===== src/include/lsad_defs.vh =====
`ifndef LSAD_DEFS_VH
`define LSAD_DEFS_VH

// Configuration offsets of the seven segment attribute registers and the fixed hole control register
`define LSAD_OFS_SYSBIOS      8'h59
`define LSAD_OFS_ADDON_C0     8'h5A
`define LSAD_OFS_ADDON_C8     8'h5B
`define LSAD_OFS_ADDON_D0     8'h5C
`define LSAD_OFS_ADDON_D8     8'h5D
`define LSAD_OFS_EXT_E0       8'h5E
`define LSAD_OFS_EXT_E8       8'h5F
`define LSAD_OFS_HOLE         8'h68
`define LSAD_NUM_ATTR         7

// Reset values
`define LSAD_ATTR_RST         8'h00
`define LSAD_HOLE_RST         2'h0

// Writable bit masks: reserved bits and the unused low nibble stay zero
`define LSAD_MASK_SYSBIOS     8'h30
`define LSAD_MASK_ADDON       8'h33

// Field layout inside one 4-bit region field
`define LSAD_FLD_RD           0
`define LSAD_FLD_WR           1
`define LSAD_FLD_W            4
`define LSAD_SYSBIOS_FLD_POS  6'd4
`define LSAD_ADDON_FLD_BASE   6'd8

// Hole select field of the fixed hole control register
`define LSAD_HOLE_HI          7
`define LSAD_HOLE_LO          6
`define LSAD_HOLE_NONE        2'b00
`define LSAD_HOLE_DOS         2'b01
`define LSAD_HOLE_15M         2'b10

// Address region codes, upper address bits
`define LSAD_ADDR_W           32
`define LSAD_UPPER_15M        12'h00F
`define LSAD_DOS_HI_A19_17    3'b100
`define LSAD_VIDEO_A19_17     3'b101
`define LSAD_ADDON_SEG0       6'h30
`define LSAD_SYSBIOS_A19_16   4'hF

`endif


===== src/logic/lsad_attr_mem.v =====
`timescale 1ns/100ps
`default_nettype none
`include "lsad_defs.vh"

// Seven 8-bit attribute registers; all of them are also presented flat so the
// routing decode can see every field at once, while config reads are registered.
module lsad_attr_mem (
	input  wire        core_clk,
	input  wire        rstn,
	input  wire        wr_en,
	input  wire [2:0]  wr_idx,
	input  wire [7:0]  wr_data,
	input  wire [2:0]  rd_idx,
	output reg  [7:0]  rd_data_reg,
	output wire [55:0] attr_flat
);

	// ------------------------------------------------------------
	// Storage
	// ------------------------------------------------------------
	genvar g;
	generate
		for (g = 0; g < `LSAD_NUM_ATTR; g = g + 1) begin : g_attr
			reg  [7:0] attr_reg;
			wire [7:0] mask = (g == 0) ? `LSAD_MASK_SYSBIOS : `LSAD_MASK_ADDON;
			// Reserved bits are never stored, so they read zero and never steer routing
			always @(posedge core_clk or negedge rstn) begin
				if (!rstn) begin
					attr_reg <= `LSAD_ATTR_RST;
				end else if (wr_en && (wr_idx == g)) begin
					attr_reg <= wr_data & mask;
				end
			end
			assign attr_flat[g*8 +: 8] = attr_reg;
		end
	endgenerate

	// ------------------------------------------------------------
	// Registered read port
	// ------------------------------------------------------------
	always @(posedge core_clk or negedge rstn) begin
		if (!rstn) begin
			rd_data_reg <= 8'h00;
		end else if (rd_idx < `LSAD_NUM_ATTR) begin
			rd_data_reg <= attr_flat[rd_idx*8 +: 8];
		end else begin
			rd_data_reg <= 8'h00;
		end
	end

endmodule // lsad_attr_mem
`default_nettype wire


===== src/logic/lsad_field_sel.v =====
`timescale 1ns/100ps
`default_nettype none
`include "lsad_defs.vh"

// Picks the 4-bit attribute field that governs an address in 0C0000h-0FFFFFh.
module lsad_field_sel (
	input  wire [19:14] addr_hi,
	input  wire [55:0]  attr_flat,
	output wire         rd_to_dram,
	output wire         wr_to_dram
);

	// ------------------------------------------------------------
	// Field position from address bits 19:14
	// ------------------------------------------------------------
	function [5:0] fld_pos;
		input [5:0] a;
		reg   [5:0] seg;
		begin
			seg = a - `LSAD_ADDON_SEG0;
			if (a[5:2] == `LSAD_SYSBIOS_A19_16)
				fld_pos = `LSAD_SYSBIOS_FLD_POS;
			else
				fld_pos = `LSAD_ADDON_FLD_BASE + {seg[3:0], 2'b00};
		end
	endfunction

	wire [5:0] pos = fld_pos(addr_hi);
	wire [3:0] fld = attr_flat[pos +: `LSAD_FLD_W];

	assign rd_to_dram = fld[`LSAD_FLD_RD];
	assign wr_to_dram = fld[`LSAD_FLD_WR];

endmodule // lsad_field_sel
`default_nettype wire


===== src/logic/lsad_decoder.v =====
// How it works
// Thirteen legacy segments, seven attribute registers
// Same attributes govern host and initiator accesses
// Each nibble: read bit, write bit, two reserved
// Read bit set: reads to DRAM, else PCI
// Write bit set: writes to DRAM, else PCI
// Both clear: all to PCI, never claim
// Read only: writes to PCI, claim reads
// Write only: reads to PCI, claim writes
// Both set: DRAM, claim reads and writes
// Registers reset zero, all read and write
// First register high nibble: F0000h segment
// Twelve 16 KB segments ascending, low nibble first
// Lowest 512 KB always main memory
// 80000h-9FFFFh DRAM unless hole selected
// Shadowing: write-only, copy, then read-only
// Hole 01 passes host, ignores PCI
// Reserved bits read zero, writes ignored
// Address bits 19:14 pick the field
`timescale 1ns/100ps
`default_nettype none
`include "lsad_defs.vh"

module lsad_decoder (
	input  wire        core_clk,
	input  wire        rstn,
	// Configuration access port
	input  wire        cfg_valid,
	input  wire        cfg_write,
	input  wire [7:0]  cfg_addr,
	input  wire [7:0]  cfg_wdata,
	output reg  [7:0]  cfg_rdata_reg,
	output reg         cfg_done_reg,
	// Host processor requests
	input  wire        host_valid,
	input  wire        host_write,
	input  wire [31:0] host_addr,
	output reg         host_done_reg,
	output reg         host_to_dram_reg,
	output reg         host_to_pci_reg,
	// PCI or graphics-port initiator requests
	input  wire        init_valid,
	input  wire        init_write,
	input  wire [31:0] init_addr,
	output reg         init_done_reg,
	output reg         init_claim_reg,
	output reg         init_legacy_reg
);

	// ------------------------------------------------------------
	// Region codes
	// ------------------------------------------------------------
	localparam [2:0] RG_DOS_LO  = 3'd0;
	localparam [2:0] RG_DOS_HI  = 3'd1;
	localparam [2:0] RG_VIDEO   = 3'd2;
	localparam [2:0] RG_SEGMENT = 3'd3;
	localparam [2:0] RG_HOLE15  = 3'd4;
	localparam [2:0] RG_HIGH    = 3'd5;

	// ------------------------------------------------------------
	// Shared decode functions
	// ------------------------------------------------------------
	// Classify an address into the region that decides its route
	function [2:0] region_of;
		input [31:0] a;
		begin
			if (a[31:20] == `LSAD_UPPER_15M)
				region_of = RG_HOLE15;
			else if (a[31:20] != 12'h000)
				region_of = RG_HIGH;
			else if (!a[19])
				region_of = RG_DOS_LO;
			else if (a[19:17] == `LSAD_DOS_HI_A19_17)
				region_of = RG_DOS_HI;
			else if (a[19:17] == `LSAD_VIDEO_A19_17)
				region_of = RG_VIDEO;
			else
				region_of = RG_SEGMENT;
		end
	endfunction

	// Decide whether main memory owns an access
	function dram_owns;
		input [2:0] rg;
		input       wr;
		input       rd_bit;
		input       wr_bit;
		input [1:0] hole;
		begin
			case (rg)
				RG_DOS_LO:  dram_owns = 1'b1;
				RG_DOS_HI:  dram_owns = (hole != `LSAD_HOLE_DOS);
				RG_VIDEO:   dram_owns = 1'b0;
				RG_SEGMENT: dram_owns = wr ? wr_bit : rd_bit;
				RG_HOLE15:  dram_owns = (hole != `LSAD_HOLE_15M);
				RG_HIGH:    dram_owns = 1'b1;
				default:    dram_owns = 1'b1;
			endcase
		end
	endfunction

	// Map a config offset onto an attribute register index, 7 when no hit
	function [2:0] attr_index;
		input [7:0] ofs;
		begin
			if (ofs >= `LSAD_OFS_SYSBIOS && ofs <= `LSAD_OFS_EXT_E8)
				attr_index = ofs[2:0] - 3'd1;
			else
				attr_index = 3'd7;
		end
	endfunction

	// ------------------------------------------------------------
	// Configuration decode
	// ------------------------------------------------------------
	wire [2:0]  cfg_idx      = attr_index(cfg_addr);
	wire        cfg_attr_hit = (cfg_idx != 3'd7);
	wire        cfg_hole_hit = (cfg_addr == `LSAD_OFS_HOLE);
	wire        attr_wr_en   = cfg_valid && cfg_write && cfg_attr_hit;
	wire [7:0]  attr_rd_data;
	wire [55:0] attr_flat;

	lsad_attr_mem u_attr_mem (
		.core_clk    (core_clk),
		.rstn        (rstn),
		.wr_en       (attr_wr_en),
		.wr_idx      (cfg_idx),
		.wr_data     (cfg_wdata),
		.rd_idx      (cfg_idx),
		.rd_data_reg (attr_rd_data),
		.attr_flat   (attr_flat)
	);

	// ------------------------------------------------------------
	// Fixed hole control
	// ------------------------------------------------------------
	reg [1:0] hole_sel_reg;

	// Only the hole select field is kept; the rest of the byte reads zero
	always @(posedge core_clk or negedge rstn) begin
		if (!rstn) begin
			hole_sel_reg <= `LSAD_HOLE_RST;
		end else if (cfg_valid && cfg_write && cfg_hole_hit) begin
			hole_sel_reg <= cfg_wdata[`LSAD_HOLE_HI:`LSAD_HOLE_LO];
		end
	end

	// ------------------------------------------------------------
	// Configuration read pipeline
	// ------------------------------------------------------------
	// Two stages: the attribute store registers its own read data, so the
	// hole byte and the hit flags are delayed one cycle to line up with it.
	reg       cfg_stage_reg;
	reg       cfg_src_attr_reg;
	reg       cfg_src_hole_reg;
	reg [1:0] cfg_hole_snap_reg;

	always @(posedge core_clk or negedge rstn) begin
		if (!rstn) begin
			cfg_stage_reg     <= 1'b0;
			cfg_src_attr_reg  <= 1'b0;
			cfg_src_hole_reg  <= 1'b0;
			cfg_hole_snap_reg <= 2'b00;
		end else begin
			cfg_stage_reg     <= cfg_valid;
			cfg_src_attr_reg  <= cfg_valid && !cfg_write && cfg_attr_hit;
			cfg_src_hole_reg  <= cfg_valid && !cfg_write && cfg_hole_hit;
			cfg_hole_snap_reg <= hole_sel_reg;
		end
	end

	// Unmapped offsets and writes return zero data
	always @(posedge core_clk or negedge rstn) begin
		if (!rstn) begin
			cfg_done_reg  <= 1'b0;
			cfg_rdata_reg <= 8'h00;
		end else begin
			cfg_done_reg <= cfg_stage_reg;
			if (cfg_src_attr_reg)
				cfg_rdata_reg <= attr_rd_data;
			else if (cfg_src_hole_reg)
				cfg_rdata_reg <= {cfg_hole_snap_reg, 6'b00_0000};
			else
				cfg_rdata_reg <= 8'h00;
		end
	end

	// ------------------------------------------------------------
	// Host access routing
	// ------------------------------------------------------------
	wire       host_rd_bit;
	wire       host_wr_bit;
	wire [2:0] host_region = region_of(host_addr);

	lsad_field_sel u_host_field (
		.addr_hi    (host_addr[19:14]),
		.attr_flat  (attr_flat),
		.rd_to_dram (host_rd_bit),
		.wr_to_dram (host_wr_bit)
	);

	wire host_dram = dram_owns(host_region, host_write, host_rd_bit,
		host_wr_bit, hole_sel_reg);

	// Decision held until the next host request
	always @(posedge core_clk or negedge rstn) begin
		if (!rstn) begin
			host_done_reg    <= 1'b0;
			host_to_dram_reg <= 1'b0;
			host_to_pci_reg  <= 1'b0;
		end else begin
			host_done_reg <= host_valid;
			if (host_valid) begin
				host_to_dram_reg <= host_dram;
				host_to_pci_reg  <= !host_dram;
			end
		end
	end

	// ------------------------------------------------------------
	// Initiator target claim
	// ------------------------------------------------------------
	// Initiator traffic uses the same fields as the host; a hole or a
	// cleared attribute means the bridge stays silent as a target.
	wire       init_rd_bit;
	wire       init_wr_bit;
	wire [2:0] init_region = region_of(init_addr);

	lsad_field_sel u_init_field (
		.addr_hi    (init_addr[19:14]),
		.attr_flat  (attr_flat),
		.rd_to_dram (init_rd_bit),
		.wr_to_dram (init_wr_bit)
	);

	wire init_dram   = dram_owns(init_region, init_write, init_rd_bit,
		init_wr_bit, hole_sel_reg);
	wire init_legacy = (init_region == RG_SEGMENT) || (init_region == RG_DOS_HI);

	always @(posedge core_clk or negedge rstn) begin
		if (!rstn) begin
			init_done_reg   <= 1'b0;
			init_claim_reg  <= 1'b0;
			init_legacy_reg <= 1'b0;
		end else begin
			init_done_reg <= init_valid;
			if (init_valid) begin
				init_claim_reg  <= init_dram;
				init_legacy_reg <= init_legacy;
			end
		end
	end

endmodule // lsad_decoder
`default_nettype wire


===== config.mk =====
export PLATFORM = sky130hd
export DESIGN_NAME = lsad_decoder
export DESIGN_NICKNAME = d
export VERILOG_FILES = /design/src/logic/lsad_attr_mem.v /design/src/logic/lsad_field_sel.v /design/src/logic/lsad_decoder.v
export VERILOG_INCLUDE_DIRS = /design/src /design/src/include
export SDC_FILE = /design/constraint.sdc
export NUM_CORES = 1
export LEC_CHECK = 0
export BUFFER_PORTS_ARGS = -buffer_cell sky130_fd_sc_hd__buf_2
export CAP_MARGIN = 20
export CORE_MARGIN = 2
export CORE_UTILIZATION = 50
export DETAILED_ROUTE_END_ITERATION = 8
export GPL_TIMING_DRIVEN = 0
export PLACE_DENSITY = 0.8
export SYNTH_ARGS = -nofsm -noshare
export SYNTH_HDL_FRONTEND = slang
export SYNTH_SLANG_ARGS = --single-unit

===== constraint.sdc =====
create_clock -name core_clk -period 2.89 [get_ports core_clk]
set_input_delay 0 -clock core_clk [delete_from_list [all_inputs] [get_ports core_clk]]
set_output_delay 0 -clock core_clk [all_outputs]
set_load 0.005 [all_outputs]

# --- After elaboration in Yosys (flattened, before gate mapping) ---
# Cells that the tools add are included.
totals:
  ff_bits: 56
  inputBits: 88
  elab_cells: 98
  out_inout_bits: 15
op_classes:
  shift: 3
  magnitude_cmp: 3
  muxes: 20
  eq_ne: 26
  reduce_logical: 20
  add_sub_neg: 5
ops:
  columns: ["op", "count"]
  rows:
  - ["56-bit by 7-bit variable part select with 2-bit output", 2]
  - ["56-bit by 7-bit variable part select with 8-bit output", 1]
  - ["3-bit == test (second input constant)", 9]
  - ["12-bit by 4-bit == test with 1-bit output (second input constant)", 2]
  - ["8-bit two-way mux", 3]
  - ["12-bit nonzero test", 2]
  - ["3-bit by 2-bit == test with 1-bit output (second input constant)", 6]
  - ["3-bit two-way mux", 5]
  - ["1-bit logical AND", 14]
  - ["4-bit by 6-bit adder with 6-bit output (first input constant)", 2]
  - ["6-bit two-way mux", 2]
  - ["3-bit by 1-bit == test with 1-bit output (second input constant)", 3]
  - ["4-bit == test (second input constant)", 2]
  - ["8-bit by 7-bit == test with 1-bit output (second input constant)", 1]
  - ["8-bit by 7-bit >= comparator with 1-bit output (second input constant)", 1]
  - ["8-bit by 7-bit less-or-equal comparator with 1-bit output (second input constant)", 1]
  - ["2-bit two-way mux", 4]
  - ["1-bit one-hot mux with 4 select lines", 2]
  - ["4-bit by 1-bit subtractor with 4-bit output (second input constant)", 2]
  - ["1-bit two-way mux", 4]
  - ["3-bit logical NOT", 1]
  - ["3-bit < comparator (second input constant)", 1]
  - ["3-bit inequality test (second input constant)", 1]
  - ["3-bit by 1-bit subtractor with 3-bit output (second input constant)", 1]
  - ["4 further kinds", 5]

# --- Longest topological paths before layout ---
logic_depth:
  depth_word: 9
  depth_mapped: 8
  ltp_nobuf: 7

# --- Cells and area by module ---
# From an unflattened synthesis, not the netlist that was laid out.
hier_totals:
  hier_cells: 314
  area_unflattened_um2: 3333.2
by_module_without_submodules:
  columns: ["module", "area_per_inst_um2", "n_inst", "seq_area_each_um2", "cells_each"]
  rows:
  - ["lsad_attr_mem", 1624.1, 1, 750.7, 129]
  - ["lsad_decoder", 998.5, 1, 550.5, 93]
  - ["lsad_field_sel", 355.3, 2, 0.0, 46]

# --- Worst setup path after synthesis ---
# OpenSTA, ideal clock, no wires.
synth_timing:
  path_type: "input to register"
  from: "input port cfg_addr[0]"
  to: "register u_attr_mem.g_attr[6].attr_reg[0]"
  slack_ns: 1.185
  t_required_ns: 2.765
  path_buffers: 1
  arrival_ns: 1.580
  setup_time_ns: 0.125
  path_stages: 8
  path_cell_list: "inv_1 -> ha_1 -> nor4b_2 -> and3b_1 -> buf_4 -> nand2_4 -> nor4b_4 -> mux2_2"
synth_between:
  elab_chain_len: 6
  word_cells_on_any_way: 9
synth_rtl:
  columns: ["item", "line", "rtl"]
  rows:
  - ["start, declared", "lsad_decoder.v:30", "input wire [7:0] cfg_addr,"]
  - ["8-bit by 7-bit >= comparator with 1-bit output (no line) or 8-bit by 7-bit less-or-equal comparator with 1-bit output (tied branches)", null, null]
  - ["1-bit logical AND (no line)", null, null]
  - ["3-bit two-way mux *", "lsad_decoder.v:106", "if (ofs >= `LSAD_OFS_SYSBIOS && ofs <= `LSAD_OFS_EXT_E8)"]
  - ["3-bit inequality test", "lsad_decoder.v:117", "wire cfg_attr_hit = (cfg_idx != 3'd7);"]
  - ["1-bit logical AND", "lsad_decoder.v:119", "wire attr_wr_en = cfg_valid && cfg_write && cfg_attr_hit;"]
  - ["1-bit logical AND *", "lsad_attr_mem.v:30", "end else if (wr_en && (wr_idx == g)) begin"]
  - ["end signal, assigned", "lsad_attr_mem.v:29", "attr_reg <= `LSAD_ATTR_RST;"]
  - ["end signal, assigned", "lsad_attr_mem.v:31", "attr_reg <= wr_data & mask;"]
  - ["end, declared", "lsad_attr_mem.v:24", "reg [7:0] attr_reg;"]
# Mark *: on every way between the ends. The rest lies on a longest branch, timed or not.
# A chain may end at the register's enable or synchronous reset.

# --- Final worst setup path ---
layout_timing:
  from: "input port cfg_addr[7]"
  to: "register u_attr_mem.g_attr[0].attr_reg[4]"
layout_between:
  elab_chain_len: 6
  word_cells_on_any_way: 8
layout_rtl:
  columns: ["item", "line"]
  rows:
  - ["8-bit by 7-bit >= comparator with 1-bit output (no line) or 8-bit by 7-bit less-or-equal comparator with 1-bit output (tied branches)", null]
  - ["1-bit logical AND (no line) *", null]
  - ["3-bit two-way mux *", "lsad_decoder.v:106"]
  - ["3-bit inequality test", "lsad_decoder.v:117"]
  - ["1-bit logical AND", "lsad_decoder.v:119"]
  - ["1-bit logical AND *", "lsad_attr_mem.v:30"]
  - ["end signal, assigned", "lsad_attr_mem.v:29"]
  - ["end signal, assigned", "lsad_attr_mem.v:31"]
  - ["end, declared", "lsad_attr_mem.v:24"]
# Marked as above.

==> impl_metrics.py <==
metrics = {
    "clocking": {
        "cts_max_level": 2,
        "cts_tree": "yes",
        "cts_setup_buffers": 0,
        "cts_num_sinks": 50,
        "clk_pin_slew_ns": 0.09,
        "clock_path_buffers": 2,
        "root_buffer": "clkbuf_8",
        "clock_latency_ns": 0.30,
        "cts_buffers": 5,
    },
    "die": {
        "die_h_um": 82.0,
        "rows": 28,
        "core-area_mm2": 0.00589,
        "top_level_ports": 103,
        "die_x_um": 82.0,
        "floorplan.initialDensity_pct": 51.6,
        "die_area_mm2": 0.00672,
    },
    "synth": {
        "dominantRegCellSynth": "dfrtp_1",
        "ys_types": 61,
        "synth_warnings": 0,
        "async_flop_share_pct": 100,
        "synthCells": 286,
        "syn_area_mm2": 0.00304,
        "avgSynthCellArea_um2": 10.6,
        "ys_seq_area_share_pct": 41.2,
        "ys_seq_elements": 50,
        "synth_edf_count": 0,
    },
    "global_routing": {
        "gr-usage-all-layers_pct": 23.9,
        "grt_pass1_wl_mm": 12.1,
        "grt_antenna_before_repair": 0,
        "grt_pass1_vias": 2525,
        "grt_max_degree": 51,
        "grt_overflow": 0,
    },
    "job": {
        "max_cap_viol_count": 0,
    },
    "sta": {
        "fin_crit_sh_pct": 70.8,
        "tns_ns": 0,
        "fin_skew_ns": 0.00921,
        "hold_viol": 0,
        "rsz0062_at_grt": "no",
        "period_needed_ns": 2.05,
        "setup_viol": 0,
        "fmax_mhz": 489,
        "slew_viol_final": 0,
    },
    "cells_and_area": {
        "antenna-diode-count": 0,
        "multi_input_area_mm2": 0.00167,
        "largest_reg_flops": 26,
        "seqCellArea_mm2": 0.00125,
        "final_core_util_pct": 63.0,
        "fillers": 481,
        "nNetsFinal": 467,
        "syn_to_final_growth_pct": 22.1,
        "drive_gt1_share_pct": 33.9,
    },
    "detailed_routing": {
        "firstDrtPassIters": 4,
        "first_iter_violations": 163,
        "totalWireLength_mm": 7.73,
        "ant_nets": 0,
        "via_per_inst": 6.03,
        "via_count": 2715,
        "wl_per_cell_um": 17.2,
        "drc": 0,
    },
    "critical_path": {
        "crit_path_start_kind": "input pin",
        "critPathArrivalTime_ns": 2.24,
        "timing.critical_path.cells": "dlygate4sd3_1 -> buf_2 -> and4bb_2 -> and3b_1 -> buf_4 -> nand2_4 -> nor3_1 -> mux2_2",
        "ff2ff_path_depth": 5,
        "crit_slowest_cell": "dlygate4sd3_1",
        "crit_fanout": 7,
        "r2r-end": "init_claim_reg",
        "crit_buf_inv": 3,
        "cp_top_family": "simple AND/OR/NAND/NOR gates",
        "cp.required_ns": 3.08,
        "worstSetupEndpointType": "register",
        "path_class": "in2reg",
        "cpPeakStageDelay_ns": 0.54,
        "regToRegSetupSlack_ns": 1.24,
        "r2r-start": "u_attr_mem.g_attr[3].attr_reg[0]",
    },
    "place": {
        "port_buffers": 70,
        "gp_congestion": 0.877,
        "dpl.hpwl_mm": 5.87,
    },
    "power": {
        "ir_drop_uv": 256,
        "finalPower_mw": 1.47,
        "power.leakage_nw": 1.74,
        "powerDensity_mw_per_mm2": 396,
    },
    "min_path": {
        "min_from": "cfg_wdata[0]",
        "hold_path.class": "in2reg",
        "hold_end": "u_attr_mem.g_attr[1].attr_reg[0]",
        "holdPathStages": 2,
    },
    "run_status": {
        "status": "complete, no violations",
    },
}
-- worst max path at each step --
| stage | slack, ns | cells past startpoint | to | start |
|---|---|---|---|---|
| after floorplan | 1.18 | 8 | u_attr_mem.g_attr[6].attr_reg[0] | cfg_addr[0] |
| after global placement | 0.76 | 9 | u_attr_mem.g_attr[3].attr_reg[0] | cfg_addr[0] |
| after detailed placement | 0.73 | 9 | u_attr_mem.g_attr[3].attr_reg[5] | cfg_addr[0] |
| after CTS | 0.87 | 8 | u_attr_mem.g_attr[6].attr_reg[1] | cfg_addr[7] |
| after global routing | 0.80 | 8 | u_attr_mem.g_attr[6].attr_reg[0] | cfg_addr[7] |
| final | 0.84 | 8 | u_attr_mem.g_attr[0].attr_reg[4] | cfg_addr[7] |
-- logic make-up (layout without fill, tap and decap cells) --
family / Yosys count / count (layout) / synth area share, %
adder cells (fa/ha/maj): 5 / 5 / 2.06
AO/OA/AOI/OAI: 58 / 58 / 13.7
AND/OR/NAND/NOR: 99 / 99 / 20.2
multiplexers: 47 / 47 / 18.3
flip-flops: 50 / 50 / 41.2
other: 1 / 2 / 0.123
buffers and inverters: 24 / 112 / 3.87
XOR/XNOR: 2 / 2 / 0.576
-- per-stage QoR --
stage / setup WS, ns / hold slack [ns] / instances / area [um^2]
3_3_place_gp: 0.758 / 0.149 / 432 / 3490
4_1_cts: 0.870 / 0.00819 / 449 / 3690
3_5_place_dp: 0.732 / 0.159 / 432 / 3490
6_report: 0.843 / 0.0122 / 450 / 3710
5_1_grt: 0.798 / 0.00631 / 450 / 3710
2_1_floorplan: 1.18 / -0.296 / 287 / 3040
-- synth_stat cells (3+ instances only) --
cell type  count  area (um^2)
a211oi_1       5         37.5
a21oi_1       10         50.1
a31oi_1        3         18.8
and2_1         6         37.5
and3b_1        4         35.0
buf_2          4         20.0
buf_4          4         30.0
dfrtp_1       50         1250
ha_1           5         62.6
inv_1         12         45.0
mux2_2        28          315
mux2i_1       15          150
mux4_2         4         90.1
nand2_1       14         52.6
nand2b_1       3         18.8
nand3_1       11         55.1
nand4_1        5         31.3
nor2_1        17         63.8
nor2b_1        7         43.8
nor3_1         8         40.0
nor3b_1        4         30.0
o2111ai_1      3         26.3
o21a_1         3         22.5
o21ai_0        9         45.0
or4_1          6         45.0
-- report_power, final --
group	switching [mW]	internal, mW	total, mW
registers	0.0214	0.717	0.739
logic	0.123	0.108	0.231
clock network	0.239	0.260	0.499
total	0.384	1.08	1.47
-- final cells by class --
type	instances	share of cell area, %
repair buffers	80	12.4
well taps	75	2.53
inverters	12	1.21
clock buffers	5	1.85
plain buffers	12	1.96
clock inverters	3	1.18
flip-flops and latches	50	33.7
multi-input cells	213	45.1
-- routing by layer --
layer	vias to the layer above	wire (um)	global-route usage, %
met5	-	0	0
met4	0	174	7.00
met3	20	543	3.63
met2	127	3860	43.0
met1	1304	3150	29.5
li1	1264	-	-
-- cell usage in the layout (no fill, tap or decap), drive strengths merged, types with 2 or more instances in the layout --
cell	n
mux4	4
o2111a	2
a22oi	2
nor2b	7
a21oi	10
or4	6
conb	2
o311ai	3
dfrtp	50
o2bb2ai	2
nor4	2
buf	81
and2	6
ha	5
o21a	3
nor2	17
a211oi	5
mux2	28
nor3b	5
and4	2
nor4b	3
a211o	2
nand3b	2
and3b	4
nand2b	3
nand4	5
mux2i	15
inv	13
nand3	11
o21ai	9
o31ai	2
a31oi	3
nor3	8
o32ai	2
nand2	15
o22ai	2
clkbuf	7
dlygate4sd3	9
o2111ai	3
-- worst register-to-register path: cells and delay by family (launching register included) --
kind,cells,cell delay [ns]
flip-flops,1,0.44
multiplexers,1,0.47
AO/OA/AOI/OAI,4,0.62
-- timing repair --
action | in CTS | in global routing
hold buffers | 9 | 0
endpoints found under the hold margin | 59 | 0
setup endpoints to repair | 0 | 0
resized for setup | 0 | 0
(Power assumes the default switching activity.)
